===== config.mk =====
export PLATFORM = sky130hd
export DESIGN_NAME = cmp_ctrl
export DESIGN_NICKNAME = d
export VERILOG_FILES = /design/src/cmp_pkg.sv /design/src/cmp_ctrl.sv
export SDC_FILE = /design/constraint.sdc
export NUM_CORES = 1
export LEC_CHECK = 0
export ABC_AREA = 1
export BUFFER_PORTS_ARGS = -buffer_cell sky130_fd_sc_hd__buf_2
export CORE_AREA = 2 2 129 131
export CTS_CLUSTER_SIZE = 10
export DETAILED_ROUTE_END_ITERATION = 8
export DIE_AREA = 0 0 131 133
export GPL_TIMING_DRIVEN = 0
export HOLD_SLACK_MARGIN = 0.15
export SETUP_SLACK_MARGIN = 0.02
export SYNTH_ARGS = -nofsm -noshare
export SYNTH_HDL_FRONTEND = slang
export SYNTH_SLANG_ARGS = --single-unit

===== constraint.sdc =====
create_clock -name sys_clk -period 2.89 [get_ports sys_clk]
set_clock_uncertainty 0.15 [all_clocks]
set_input_delay 0.289 -clock sys_clk [delete_from_list [all_inputs] [get_ports sys_clk]]
set_output_delay 0.289 -clock sys_clk [all_outputs]
set_load 0.05 [all_outputs]

===== src/cmp_pkg.sv =====
// Constants and types shared by the comparator control block.
// Assumes one 50 MHz clock and an Avalon-MM master with 32-bit data.
package cmp_pkg;
  // ---------------------------------------------------------------
  // Register map (word byte addresses)
  // ---------------------------------------------------------------
  localparam logic [4:0] OFS_CTRL0_C1   = 5'h00;
  localparam logic [4:0] OFS_CTRL1_C1   = 5'h04;
  localparam logic [4:0] OFS_CTRL0_C2   = 5'h08;
  localparam logic [4:0] OFS_CTRL1_C2   = 5'h0c;
  localparam logic [4:0] OFS_MIRROR     = 5'h10;
  localparam logic [4:0] OFS_FLAGS      = 5'h14;
  localparam logic [4:0] OFS_PORT       = 5'h18;
  localparam logic [4:0] OFS_ANALOG_SELECT_REG      = 5'h1c;
  // ---------------------------------------------------------------
  // Field positions
  // ---------------------------------------------------------------
  localparam int B_ENABLE   = 7;
  localparam int B_RESULT   = 6;
  localparam int B_INVERT   = 4;
  localparam int B_HOLD     = 3;
  localparam int B_SPEED    = 2;
  localparam int B_HYST     = 1;
  localparam int B_SYNC     = 0;
  localparam int B_RISE_EN  = 7;
  localparam int B_FALL_EN  = 6;
  localparam int B_POS_LO   = 3;
  localparam int B_NEG_LO   = 0;
  // Writable bits of control 0 (result and bit 5 are not)
  localparam logic [7:0] CTRL0_WMASK = 8'h9f;
  // ---------------------------------------------------------------
  // Reset values
  // ---------------------------------------------------------------
  localparam logic [7:0] CTRL0_RST = 8'h04;
  localparam logic [7:0] CTRL1_RST = 8'h00;
  localparam logic [7:0] ANALOG_SELECT_REG_RST = 8'hff;
  // ---------------------------------------------------------------
  // Timing
  // ---------------------------------------------------------------
  localparam int CLK_MHZ   = 50;
  localparam int HOLD_NS   = 20;
  localparam int HOLD_RAW  = (HOLD_NS * CLK_MHZ) / 1000;
  localparam int HOLD_CYC  = (HOLD_RAW < 1) ? 1 : HOLD_RAW;
  // ---------------------------------------------------------------
  // Per-comparator analog steering carried to the analog macro
  // ---------------------------------------------------------------
  typedef struct packed {
    logic       connect;
    logic [2:0] pos_input_sel;
    logic [2:0] neg_input_sel;
    logic       speed_select;
    logic       hysteresis_en;
  } analog_ctl_t;
endpackage


===== src/cmp_ctrl.sv =====
// Digital control for a pair of analog comparators with an Avalon-MM slave.
// Assumes raw comparator results and timer clocks are asynchronous levels.
//
// Added by the designer: the register addresses and the Avalon-MM register port.
module cmp_ctrl
  import cmp_pkg::*;
#(
  parameter int NUM_CMP = 2
) (
  input  wire logic                  sys_clk,
  input  wire logic                  rst,
  input  wire logic [4:0]            avs_address,
  input  wire logic                  avs_read,
  input  wire logic                  avs_write,
  input  wire logic [31:0]           avs_writedata,
  input  wire logic [3:0]            avs_byteenable,
  output logic      [31:0]           avs_readdata,
  output logic                       avs_waitrequest,
  input  wire logic [NUM_CMP-1:0]    cmp_raw,
  input  wire logic                  tmr_src_clk,
  input  wire logic                  tmr_pre_clk,
  input  wire logic                  tmr_prescale_en,
  input  wire logic [7:0]            pin_level,
  output logic      [NUM_CMP-1:0]    gate_out,
  output logic                       gate_timer_tick,
  output logic      [NUM_CMP-1:0]    cmp_irq_flag,
  output analog_ctl_t [NUM_CMP-1:0]  analog_ctl
);
  // ---------------------------------------------------------------
  // Elaboration check
  // ---------------------------------------------------------------
  if (NUM_CMP != 2) begin : g_bad_count
    $error("cmp_ctrl serves exactly two comparators");
  end

  // ---------------------------------------------------------------
  // State
  // ---------------------------------------------------------------
  typedef struct packed {
    logic [NUM_CMP-1:0][7:0] ctrl0;
    logic [NUM_CMP-1:0][7:0] ctrl1;
    logic [7:0]              analog_select_reg;
    logic [NUM_CMP-1:0]      raw_s1;
    logic [NUM_CMP-1:0]      raw_s2;
    logic [NUM_CMP-1:0]      pol_q;
    logic [NUM_CMP-1:0]      result;
    logic [NUM_CMP-1:0][3:0] hold_cnt;
    logic [NUM_CMP-1:0]      sync_lat;
    logic [NUM_CMP-1:0]      flag;
    logic                    tclk_s1;
    logic                    tclk_s2;
    logic                    tclk_s3;
    logic                    wait_q;
    logic [31:0]             rdata;
    logic [NUM_CMP-1:0]      gate;
    logic                    tick;
    analog_ctl_t [NUM_CMP-1:0] actl;
  } state_t;

  state_t s_q;
  state_t s_d;

  localparam logic [3:0] HOLD_LOAD = 4'(HOLD_CYC);

  // Decodes the control word index for a comparator, used by read and write
  function automatic logic [4:0] ctrl_ofs(input int idx, input bit second);
    logic [4:0] base;
    base = (idx == 0) ? OFS_CTRL0_C1 : OFS_CTRL0_C2;
    return second ? (base + 5'h04) : base;
  endfunction

  // Merge byte lane 0 into an 8-bit register
  function automatic logic [7:0] lane0(input logic [7:0] old, input logic [7:0] mask);
    return avs_byteenable[0] ? ((old & ~mask) | (avs_writedata[7:0] & mask)) : old;
  endfunction

  // ---------------------------------------------------------------
  // Next-state logic
  // ---------------------------------------------------------------
  logic                    req;
  logic                    wr_now;
  logic                    tclk_fall;
  logic                    tclk_rise;
  logic [NUM_CMP-1:0]      eff;
  logic [NUM_CMP-1:0]      rise;
  logic [NUM_CMP-1:0]      fall;
  logic [NUM_CMP-1:0]      clr;

  always_comb begin
    s_d       = s_q;
    req       = avs_read | avs_write;
    wr_now    = avs_write & ~s_q.wait_q;
    tclk_fall = s_q.tclk_s3 & ~s_q.tclk_s2;
    tclk_rise = ~s_q.tclk_s3 & s_q.tclk_s2;
    eff       = '0;
    rise      = '0;
    fall      = '0;
    clr       = '0;

    // Prescaled clock is chosen ahead of the synchroniser
    s_d.tclk_s1 = tmr_prescale_en ? tmr_pre_clk : tmr_src_clk;
    s_d.tclk_s2 = s_q.tclk_s1;
    s_d.tclk_s3 = s_q.tclk_s2;
    s_d.tick    = tclk_rise;

    s_d.raw_s1 = cmp_raw;
    s_d.raw_s2 = s_q.raw_s1;

    // Register writes take effect at the edge waitrequest is seen low
    if (wr_now) begin
      for (int i = 0; i < NUM_CMP; i++) begin
        if (avs_address == ctrl_ofs(i, 1'b0)) begin
          s_d.ctrl0[i] = lane0(s_q.ctrl0[i], CTRL0_WMASK);
        end
        if (avs_address == ctrl_ofs(i, 1'b1)) begin
          s_d.ctrl1[i] = lane0(s_q.ctrl1[i], 8'hff);
        end
      end
      if (avs_address == OFS_ANALOG_SELECT_REG) begin
        s_d.analog_select_reg = lane0(s_q.analog_select_reg, 8'hff);
      end
      if (avs_address == OFS_FLAGS && avs_byteenable[0]) begin
        clr = avs_writedata[NUM_CMP-1:0];
      end
    end

    for (int i = 0; i < NUM_CMP; i++) begin
      // A disabled comparator reads low before the polarity stage
      eff[i] = (s_q.ctrl0[i][B_ENABLE] & s_q.raw_s2[i]) ^ s_q.ctrl0[i][B_INVERT];
      s_d.pol_q[i] = eff[i];
      // Any change while the hold runs would be a reversal, so it is held off when the hold bit (B_HOLD) is set
      if (s_q.hold_cnt[i] != 4'h0) begin
        s_d.hold_cnt[i] = s_q.hold_cnt[i] - 4'h1;
      end
      if (s_q.pol_q[i] != s_q.result[i] &&
          !(s_q.ctrl0[i][B_HOLD] && s_q.hold_cnt[i] != 4'h0)) begin
        s_d.result[i]   = s_q.pol_q[i];
        s_d.hold_cnt[i] = HOLD_LOAD;
      end
      rise[i] = ~s_q.result[i] & s_d.result[i];
      fall[i] =  s_q.result[i] & ~s_d.result[i];
      // Set wins over a clear landing in the same cycle
      s_d.flag[i] = (s_q.flag[i] & ~clr[i]) |
                    (rise[i] & s_q.ctrl1[i][B_RISE_EN]) |
                    (fall[i] & s_q.ctrl1[i][B_FALL_EN]);
      if (tclk_fall) begin
        s_d.sync_lat[i] = s_q.result[i];
      end
      s_d.gate[i] = s_q.ctrl0[i][B_SYNC] ? s_q.sync_lat[i] : s_q.result[i];
      s_d.actl[i].connect       = s_q.ctrl0[i][B_ENABLE];
      s_d.actl[i].pos_input_sel = s_q.ctrl1[i][B_POS_LO +: 3];
      s_d.actl[i].neg_input_sel = s_q.ctrl1[i][B_NEG_LO +: 3];
      s_d.actl[i].speed_select  = s_q.ctrl0[i][B_SPEED];
      s_d.actl[i].hysteresis_en = s_q.ctrl0[i][B_HYST];
    end

    // Bus handshake: one wait cycle, then a single-cycle acknowledge
    if (req && s_q.wait_q) begin
      s_d.wait_q = 1'b0;
      s_d.rdata  = 32'h0000_0000;
      for (int i = 0; i < NUM_CMP; i++) begin
        if (avs_address == ctrl_ofs(i, 1'b0)) begin
          s_d.rdata[7:0] = {s_q.ctrl0[i][7], s_q.result[i], 1'b0,
                            s_q.ctrl0[i][4:0]};
        end
        if (avs_address == ctrl_ofs(i, 1'b1)) begin
          s_d.rdata[7:0] = s_q.ctrl1[i];
        end
      end
      case (avs_address)
        OFS_MIRROR: s_d.rdata[NUM_CMP-1:0] = s_q.result;
        OFS_FLAGS:  s_d.rdata[NUM_CMP-1:0] = s_q.flag;
        OFS_PORT:   s_d.rdata[7:0] = pin_level & ~s_q.analog_select_reg;
        OFS_ANALOG_SELECT_REG:  s_d.rdata[7:0] = s_q.analog_select_reg;
        default:    s_d.rdata[31:8] = 24'h00_0000;
      endcase
    end else begin
      s_d.wait_q = 1'b1;
    end
  end

  // ---------------------------------------------------------------
  // State register
  // ---------------------------------------------------------------
  always_ff @(posedge sys_clk) begin
    if (rst) begin
      s_q          <= '0;
      s_q.ctrl0    <= {NUM_CMP{CTRL0_RST}};
      s_q.ctrl1    <= {NUM_CMP{CTRL1_RST}};
      s_q.analog_select_reg    <= ANALOG_SELECT_REG_RST;
      s_q.wait_q   <= 1'b1;
      // Timer clock chain keeps shifting so no false edge follows reset
      s_q.tclk_s1  <= s_d.tclk_s1;
      s_q.tclk_s2  <= s_d.tclk_s2;
      s_q.tclk_s3  <= s_d.tclk_s3;
      for (int i = 0; i < NUM_CMP; i++) begin
        s_q.actl[i].speed_select <= CTRL0_RST[B_SPEED];
      end
    end else begin
      s_q <= s_d;
    end
  end

  assign avs_readdata    = s_q.rdata;
  assign avs_waitrequest = s_q.wait_q;
  assign gate_out        = s_q.gate;
  assign gate_timer_tick = s_q.tick;
  assign cmp_irq_flag    = s_q.flag;
  assign analog_ctl      = s_q.actl;

  // ---------------------------------------------------------------
  // Per-comparator checks
  // ---------------------------------------------------------------
  for (genvar j = 0; j < NUM_CMP; j++) begin : g_cmp_chk

  end
endmodule // cmp_ctrl


Word-level counts from Yosys, hierarchy flattened
Cells that the tools add are included.
- bits of input ports: 58
- bits in registers: 93
- output and inout bits: 56
- word-level logic and storage cells: 116
- add/subtract/negate cells: 2
- bitwise logic cells: 35
- multiplexer cells: 18
- reductions and logical operators: 20
- eq/ne operators: 9
- operator list (kind ; number):
    $mux 8 ; 4
    $eq 5x5->1 const B ; 4
    $or 7x8->8 ; 2
    $and 1x1->1 ; 15
    $reduce_and 3->1 ; 5
    $pmux 6 s2 ; 1
    $eq 5x4->1 const B ; 2
    $mux 1 ; 10
    $not 1->1 ; 9
    $and 8x8->8 ; 1
    $not 8->8 ; 1
    $pmux 2 s4 ; 1
    $reduce_bool 4->1 ; 2
    $sub 4x1->4 const B ; 2
    $logic_and 1x1->1 ; 6
    $eq 5x3->1 const B ; 1
    $logic_not 5->1 ; 1
    $or 1x1->1 ; 5
    $mux 2 ; 2
    $reduce_bool 2->1 ; 2
    $reduce_or 2->1 ; 2
    $logic_not 1->1 ; 2
    $ne 1x1->1 ; 2
    $xor 1x1->1 ; 2

Depth between registers and ports, before layout
Gate-level depths: netlist (run 1).
- depth in word-level cells: 9
- mapped depth: 10
- gate-level depth less buffers: 10

Worst setup path after synthesis (run 1)
OpenSTA, ideal clock, no wires.
- path kind: reg2reg
- start point: register s_q, in the netlist avs_waitrequest
- end point: register s_q, in the netlist avs_readdata[5]
- cell stages (with the launch flop): 7
- buffers on the path: 1
- setup time: 117 ps
- path slack: 1134 ps
- clock period less this slack: 1756 ps
- data arrival time: 1489 ps
- data required time: 2623 ps
- path through: dfxtp_1 o21ai_0 inv_1 clkbuf_1 o21ai_0 nor2_1 nor2_1
- cells in the longest elaborated chain, start to end: 1
- ends and longest elaborated chain (item ; RTL line ; text):
    start: declaration ; cmp_ctrl.sv:60 ; state_t s_q;
    $logic_and 1x1->1 ; cmp_ctrl.sv:158 ; if (req && s_q.wait_q) begin
Every way passes these cells.
A chain may end at the register's enable or synchronous reset.

Worst setup path in the final report (run 1)
- start point: input avs_address[1]
- end point: register s_q[77] in the netlist's numbering
- cells in the longest elaborated chain, start to end: 2
- ends and longest elaborated chain (item ; RTL line ; text):
    start: declaration ; cmp_ctrl.sv:12 ; input wire logic [4:0] avs_address,
    $eq 5x5->1 ; cmp_ctrl.sv:119 ; if (avs_address == OFS_ANALOG_SELECT_REG) begin
    $reduce_and 3->1 (no source line) ; n/a ;
Every way passes these cells.

==> results of run 1 <==
-- placed cells by master, fill, tap and decap left out --
cell type / netlist / routed
dfxtp_1: 89 / 89
nand2_1: 74 / 74
nor2_1: 73 / 73
buf_2: 4 / 65
inv_1: 55 / 55
buf_4: 54 / 54
o21ai_0: 44 / 44
a21oi_1: 39 / 39
nand3_1: 31 / 31
conb_1: 1 / 24
dlygate4sd3_1: 0 / 15
clkbuf_1: 8 / 10
clkbuf_16: 0 / 9
nand4_1: 8 / 8
nor3_1: 7 / 7
inv_2: 6 / 6
nand3b_1: 5 / 5
nor2_2: 4 / 4
o21ai_1: 4 / 4
ha_1: 4 / 4
xor2_1: 3 / 3
bufinv_16: 0 / 2
mux2_2: 1 / 1
xnor2_1: 1 / 1
or2_2: 1 / 1
nor4_2: 1 / 1
a22o_1: 1 / 1
buf_1: 1 / 1
nor3_4: 1 / 1
o211ai_1: 1 / 1
nand2_2: 1 / 1
a211oi_1: 1 / 1
clkbuf_8: 0 / 1
clkinv_2: 0 / 1
-- kinds of logic (layout without fill, tap and decap cells) --
| group | count (synthesis) | in the layout | share of synthesized area |
|---|---|---|---|
| simple gates | 206 | 206 | 0.228 |
| buf+inv | 128 | 219 | 0.175 |
| compound gates | 90 | 90 | 0.117 |
| flops | 89 | 89 | 0.454 |
| fa+ha+maj | 4 | 4 | 0.0128 |
| xor+xnor | 4 | 4 | 0.00893 |
| other cells | 1 | 24 | 0.000955 |
| mux | 1 | 1 | 0.00287 |
-- worst paths after layout --
path,end,cells past startpoint,slack [ps]
max reg2reg,s_q[77],8,880
min reg2reg,s_d[54],0,180
min,avs_readdata[6],5,160
max,s_q[77],9,730
-- through the flow --
| step | cells | power, mW | hold slack [ps] | utilization | setup WS (ps) |
|---|---|---|---|---|---|
| final | 857 | 3.12 | 159 | 0.312 | 727 |
| after global routing | 857 | 3.27 | 175 | 0.312 | 576 |
| after CTS | 857 | 3.14 | 156 | 0.312 | 756 |
| after detailed placement | 827 | 1.89 | 169 | 0.284 | 872 |
| after global placement | 827 | 1.88 | 164 | 0.284 | 855 |
| after floorplan | 546 | 1.77 | 160 | - | 1130 |
-- state kept, by name, summed over array words and instances, names as in the netlist --
name and cells:
s_d 22, gate_timer_tick 1, avs_readdata 8, cmp_irq_flag 2, s_q 35, analog_ctl 18, gate_out 2, avs_waitrequest 1
-- critical path, stage by stage --
cell and delay, ps:
buf_2 110, nor2_2 260, nand3_1 160, nor2_2 360
nand2_2 210, inv_2 210, a21oi_1 80, dlygate4sd3_1 550
o21ai_0 70
-- cell type report --
type,count,area (um^2)
clock inverters,3,65.1
multi-input cells,329,1540
fillers,1785,11100
inverters,61,229
flip-flops and latches,89,1780
repair buffers,76,455
clock buffers,12,246
plain buffers,67,459
well taps,220,275
-- metal layers --
| metal | vias up | global-route usage | share of wire |
|---|---|---|---|
| met2 | 100 | 0.188 | 0.44 |
| met1 | 1545 | 0.175 | 0.47 |
| li1 | 1817 | - | - |
| met4 | 0 | 0.0378 | 0.016 |
| met3 | 13 | 0.0372 | 0.070 |
| met5 | - | 0 | 0 |
-- power by group through the flow --
stage / logic (mW) / clock network, mW / registers, mW
6_report: 0.546 / 1.24 / 1.33
3_5_place_dp: 0.533 / 0 / 1.35
4_1_cts: 0.550 / 1.26 / 1.33
3_3_place_gp: 0.527 / 0 / 1.35
5_1_grt: 0.618 / 1.31 / 1.34
2_1_floorplan: 0.419 / 0 / 1.35
-- what timing repair did --
action                                  CTS  global route
endpoints found under the setup margin    0             0
hold buffers                             15             0
endpoints found under the hold margin    21             0
==> flow_metrics.py, run 1 <==
metrics = {
    "clock_tree": {
        "cts-root-buf": "clkbuf_16",
        "clkTransAtPathRegs_ps": 60,
        "cts_tree": "built",
        "cts_buffer_depth": 2,
        "cts.sinks": 89,
        "cts_setup_buffers": 0,
        "ctsResizeCount": 0,
        "clk_latency_ps": 350,
        "htree_levels": 3,
        "cts_inserted_buffers": 9,
    },
    "synthesis": {
        "synth_area_mm2": 0.00393,
        "synth-async-reset-ratio": 0,
        "synthTopCellsByArea": "dfxtp_1, buf_4, nand2_1, nor2_1, o21ai_0",
        "syn_area_per_cell_um2": 7.50,
        "synth_top_area_share": 0.454,
        "synth_edf_count": 0,
        "yosysSeqAreaShare": 0.454,
        "ys_seq_elements": 89,
        "yosysWarnings": 0,
        "synth_most_common_cell": "dfxtp_1",
        "ys.flop_type": "dfxtp_1",
        "ys_types": 29,
        "yosysTopAreaCell": "dfxtp_1",
        "syn_inst": 523,
        "synth.top_cells.by_count": "dfxtp_1, nand2_1, nor2_1",
    },
    "global_route": {
        "antenna_found_initial": 0,
        "grt_pass1_wl_um": 16500,
        "grt.overflow.total": 0,
        "grt_pass1_vias": 3140,
        "grt_max_degree": 14,
        "grt_usage": 0.126,
    },
    "setup_path": {
        "rr_startpoint": "avs_waitrequest",
        "crit_arrival_ps": 2290,
        "cp.required_ps": 3020,
        "worstSetupPathType": "input port to flop",
        "cp-startpoint": "avs_address[1]",
        "cp-start-kind": "input port",
        "worstSetupEndpointType": "flop",
        "critPathMaxFanout": 10,
    },
    "cells_and_area": {
        "drive_gt1_frac": 0.231,
        "stdcell_area_mm2": 0.00505,
        "nNetsFinal": 695,
        "area_growth_pct": 28.8,
        "diodes": 0,
    },
    "place": {
        "port_buffers": 61,
        "dpl.hpwl_um": 8040,
        "dpl_cell_area_mm2": 0.00459,
        "gp_congestion": 0.919,
    },
    "sta": {
        "slew_headroom": 0.586,
        "slew_viol_final": 0,
        "setup_viol": 0,
        "period_needed_ps": 2160,
        "rsz0062_at_grt": "no",
        "fin_setup_tns_ps": 0,
        "hold_viol_final": 0,
        "clock.fmax_ghz": 0.462,
        "worstMarginPinSlew_ps": 621,
        "timing.final.crit_share": 0.748,
    },
    "drt": {
        "drt_iter0_drc": 223,
        "viasPerCell": 4.05,
        "wl_per_cell_um": 12.2,
        "postRouteAntennaNets": 0,
        "num_vias": 3475,
        "drt-total-wl_um": 10400,
        "dr.pass1.iters": 5,
        "drcViolationCount": 0,
    },
    "floorplanning": {
        "die_x_um": 131,
        "die_h_um": 133,
        "ios": 114,
        "placement_rows": 47,
        "start_util": 0.243,
        "coreArea_mm2": 0.0162,
        "die_area_mm2": 0.0174,
    },
    "power_and_ir_drop": {
        "switchingPower_mw": 0.850,
        "switching_share": 0.273,
        "pwr-share-clk": 0.399,
        "p_int_mw": 2.27,
        "p_leak_nw": 2.38,
        "combPwrFrac": 0.175,
        "ir_drop_v": 0.000275,
        "seq_power_share": 0.426,
        "pwr_density_cell_mw_per_mm2": 617,
    },
    "min_path": {
        "hold_start": "pin_level[6]",
        "hold_path_class": "input port to flop",
    },
    "status": {
        "status": "completed",
    },
    "run": {
        "maxCapViolations": 0,
    },
}
Note: power is estimated with default switching activity, not from simulation.
==> inputs of run 2 (changes only) <==
- clock period: 2.89 -> 1.82 ns (I/O delays scaled with it)
==> flow_metrics.py, run 2 (same netlist as run 1, synthesis figures left out) <==
metrics = {
    "status": {
        "status": "completed",
    },
    "setup_path": {
        "max_stage_delay_ps": 530,
        "crit_arrival_ps": 1720,
        "cp_top_family": "buffers and inverters",
        "cpMaxStageDelayCell": "dlygate4sd3_1",
        "cp-start-kind": "input port",
        "ff2ff_path_depth": 9,
        "critPathMaxFanout": 10,
        "worstSetupEndpointType": "flop",
        "worstSetupPathType": "input port to flop",
        "path_depth": 5,
        "path_buf_inv": 4,
        "critical_path.cell_chain": "dlygate4sd3_1, buf_2, inv_1, clkbuf_1, nand2_1",
        "cp.required_ps": 1870,
    },
    "place": {
        "dpl_worst_slack_ps": -91.3,
        "dpl.hpwl_um": 8040,
        "gp_congestion": 0.919,
        "port_buffers": 61,
    },
    "global_route": {
        "grt_max_degree": 14,
        "grt_pass1_wl_um": 16500,
        "grt_pass1_vias": 3165,
        "grt.overflow.total": 0,
        "antenna_found_initial": 0,
        "grt_usage": 0.126,
    },
    "cells_and_area": {
        "drive_gt1_frac": 0.244,
        "final_util": 0.318,
        "largest_register_ffs": 35,
        "mostFrequentLayoutCell": "dfxtp_1",
        "nNetsFinal": 701,
        "area_growth_pct": 31.0,
        "final_cell_mix": "dfxtp_1, nand2_1, nor2_1",
        "regMostFlops": "s_q",
        "diodes": 0,
    },
    "drt": {
        "drcViolationCount": 0,
        "drt_iter0_drc": 226,
        "viasPerCell": 4.08,
        "num_vias": 3523,
        "dr.pass1.iters": 4,
        "wl_per_cell_um": 12.2,
        "postRouteAntennaNets": 0,
        "drt-total-wl_um": 10500,
    },
    "clock_tree": {
        "cts_inserted_buffers": 9,
        "htree_levels": 3,
        "cts_tree": "built",
        "cts-root-buf": "clkbuf_16",
        "cts_buffer_depth": 2,
        "clk_latency_ps": 350,
        "clkTransAtPathRegs_ps": 60,
        "cts.sinks": 89,
    },
    "sta": {
        "fin_ws_ps": 153,
        "worstMarginPinSlew_ps": 614,
        "hold_viol_final": 0,
        "rsz0062_at_grt": "no",
        "setup_viol": 0,
        "period_needed_ps": 1670,
        "slew_headroom": 0.589,
        "fin_setup_tns_ps": 0,
        "slew_viol_final": 0,
        "timing.final.crit_share": 0.916,
        "clock.fmax_ghz": 0.600,
    },
    "floorplanning": {
        "start_util": 0.243,
        "coreArea_mm2": 0.0162,
        "die_area_mm2": 0.0174,
        "ios": 114,
        "die_h_um": 133,
        "placement_rows": 47,
        "die_x_um": 131,
    },
    "run": {
        "maxCapViolations": 0,
    },
    "min_path": {
        "hold_path_class": "input port to flop",
        "hold-path-cell-count": 5,
    },
    "power_and_ir_drop": {
        "pwr_density_cell_mw_per_mm2": 975,
        "power_mw": 5.01,
        "ir_drop_v": 0.000437,
        "p_leak_nw": 2.41,
    },
}
run 2: cell types whose count changed in the layout (fill, tap and decap cells not counted), moves of 2 or more:
cell	delta
dlygate4sd3_1	+6
clkbuf_2	+3
nor3_2	+2
nor3_1	-2
clkbuf_1	-3
nor2_1	-2
run 2: timing repair:
| action | in CTS | in global routing |
|---|---|---|
| hold buffers | 21 | 0 |
| resized for setup | 1 | 14 |
| buffers inserted | 0 | 0 |
| endpoints found under the setup margin | 1 | 19 |
| hold endpoints to repair | 48 | 0 |
| pin swaps | 0 | 1 |
run 2: metal layers:
layer / wire length, um / track usage
met5: 0 / 0
met3: 718 / 0.0372
met4: 174 / 0.0378
met1: 4940 / 0.174
met2: 4720 / 0.190
run 2: final cells by class:
cell class	count	area (um^2)
timing repair buffer	82	515
inverter	61	229
fill	1780	11000
clock buffer	12	246
sequential	89	1780
clock inverter	3	65.1
buffer	67	463
tap	220	275
multi-input combinational	329	1570
run 2: stage by stage:
stage | instances | instance area (um^2) | hold slack (ps)
after global placement | 827 | 4590 | 164
final | 863 | 5140 | 165
after global routing | 863 | 5140 | 206
after detailed placement | 827 | 4590 | 169
after CTS | 863 | 5120 | 174
after floorplan | 546 | 4010 | 132
run 2: worst paths after layout:
check                                  start         endpoint  slack, ps
worst min register to register       s_d[55]          s_d[54]        180
worst max-delay path                     rst   analog_ctl[10]        150
worst min-delay path            pin_level[3]  avs_readdata[3]        160
worst max register to register       s_q[65]          s_q[67]        160
run 2: power by group:
| group | internal, mW | leakage [nW] | switching [mW] |
|---|---|---|---|
| clock network | 1.23 | 0.153 | 0.742 |
| logic | 0.343 | 1.54 | 0.585 |
| registers | 2.05 | 0.723 | 0.0590 |
| total | 3.63 | 2.41 | 1.39 |
run 2: tightest hold or removal path, cell delays in order:
cell	delay [ps]
buf_2	90
nand3b_1	70
nand3_1	130
nor3_1	80
nor2_1	70
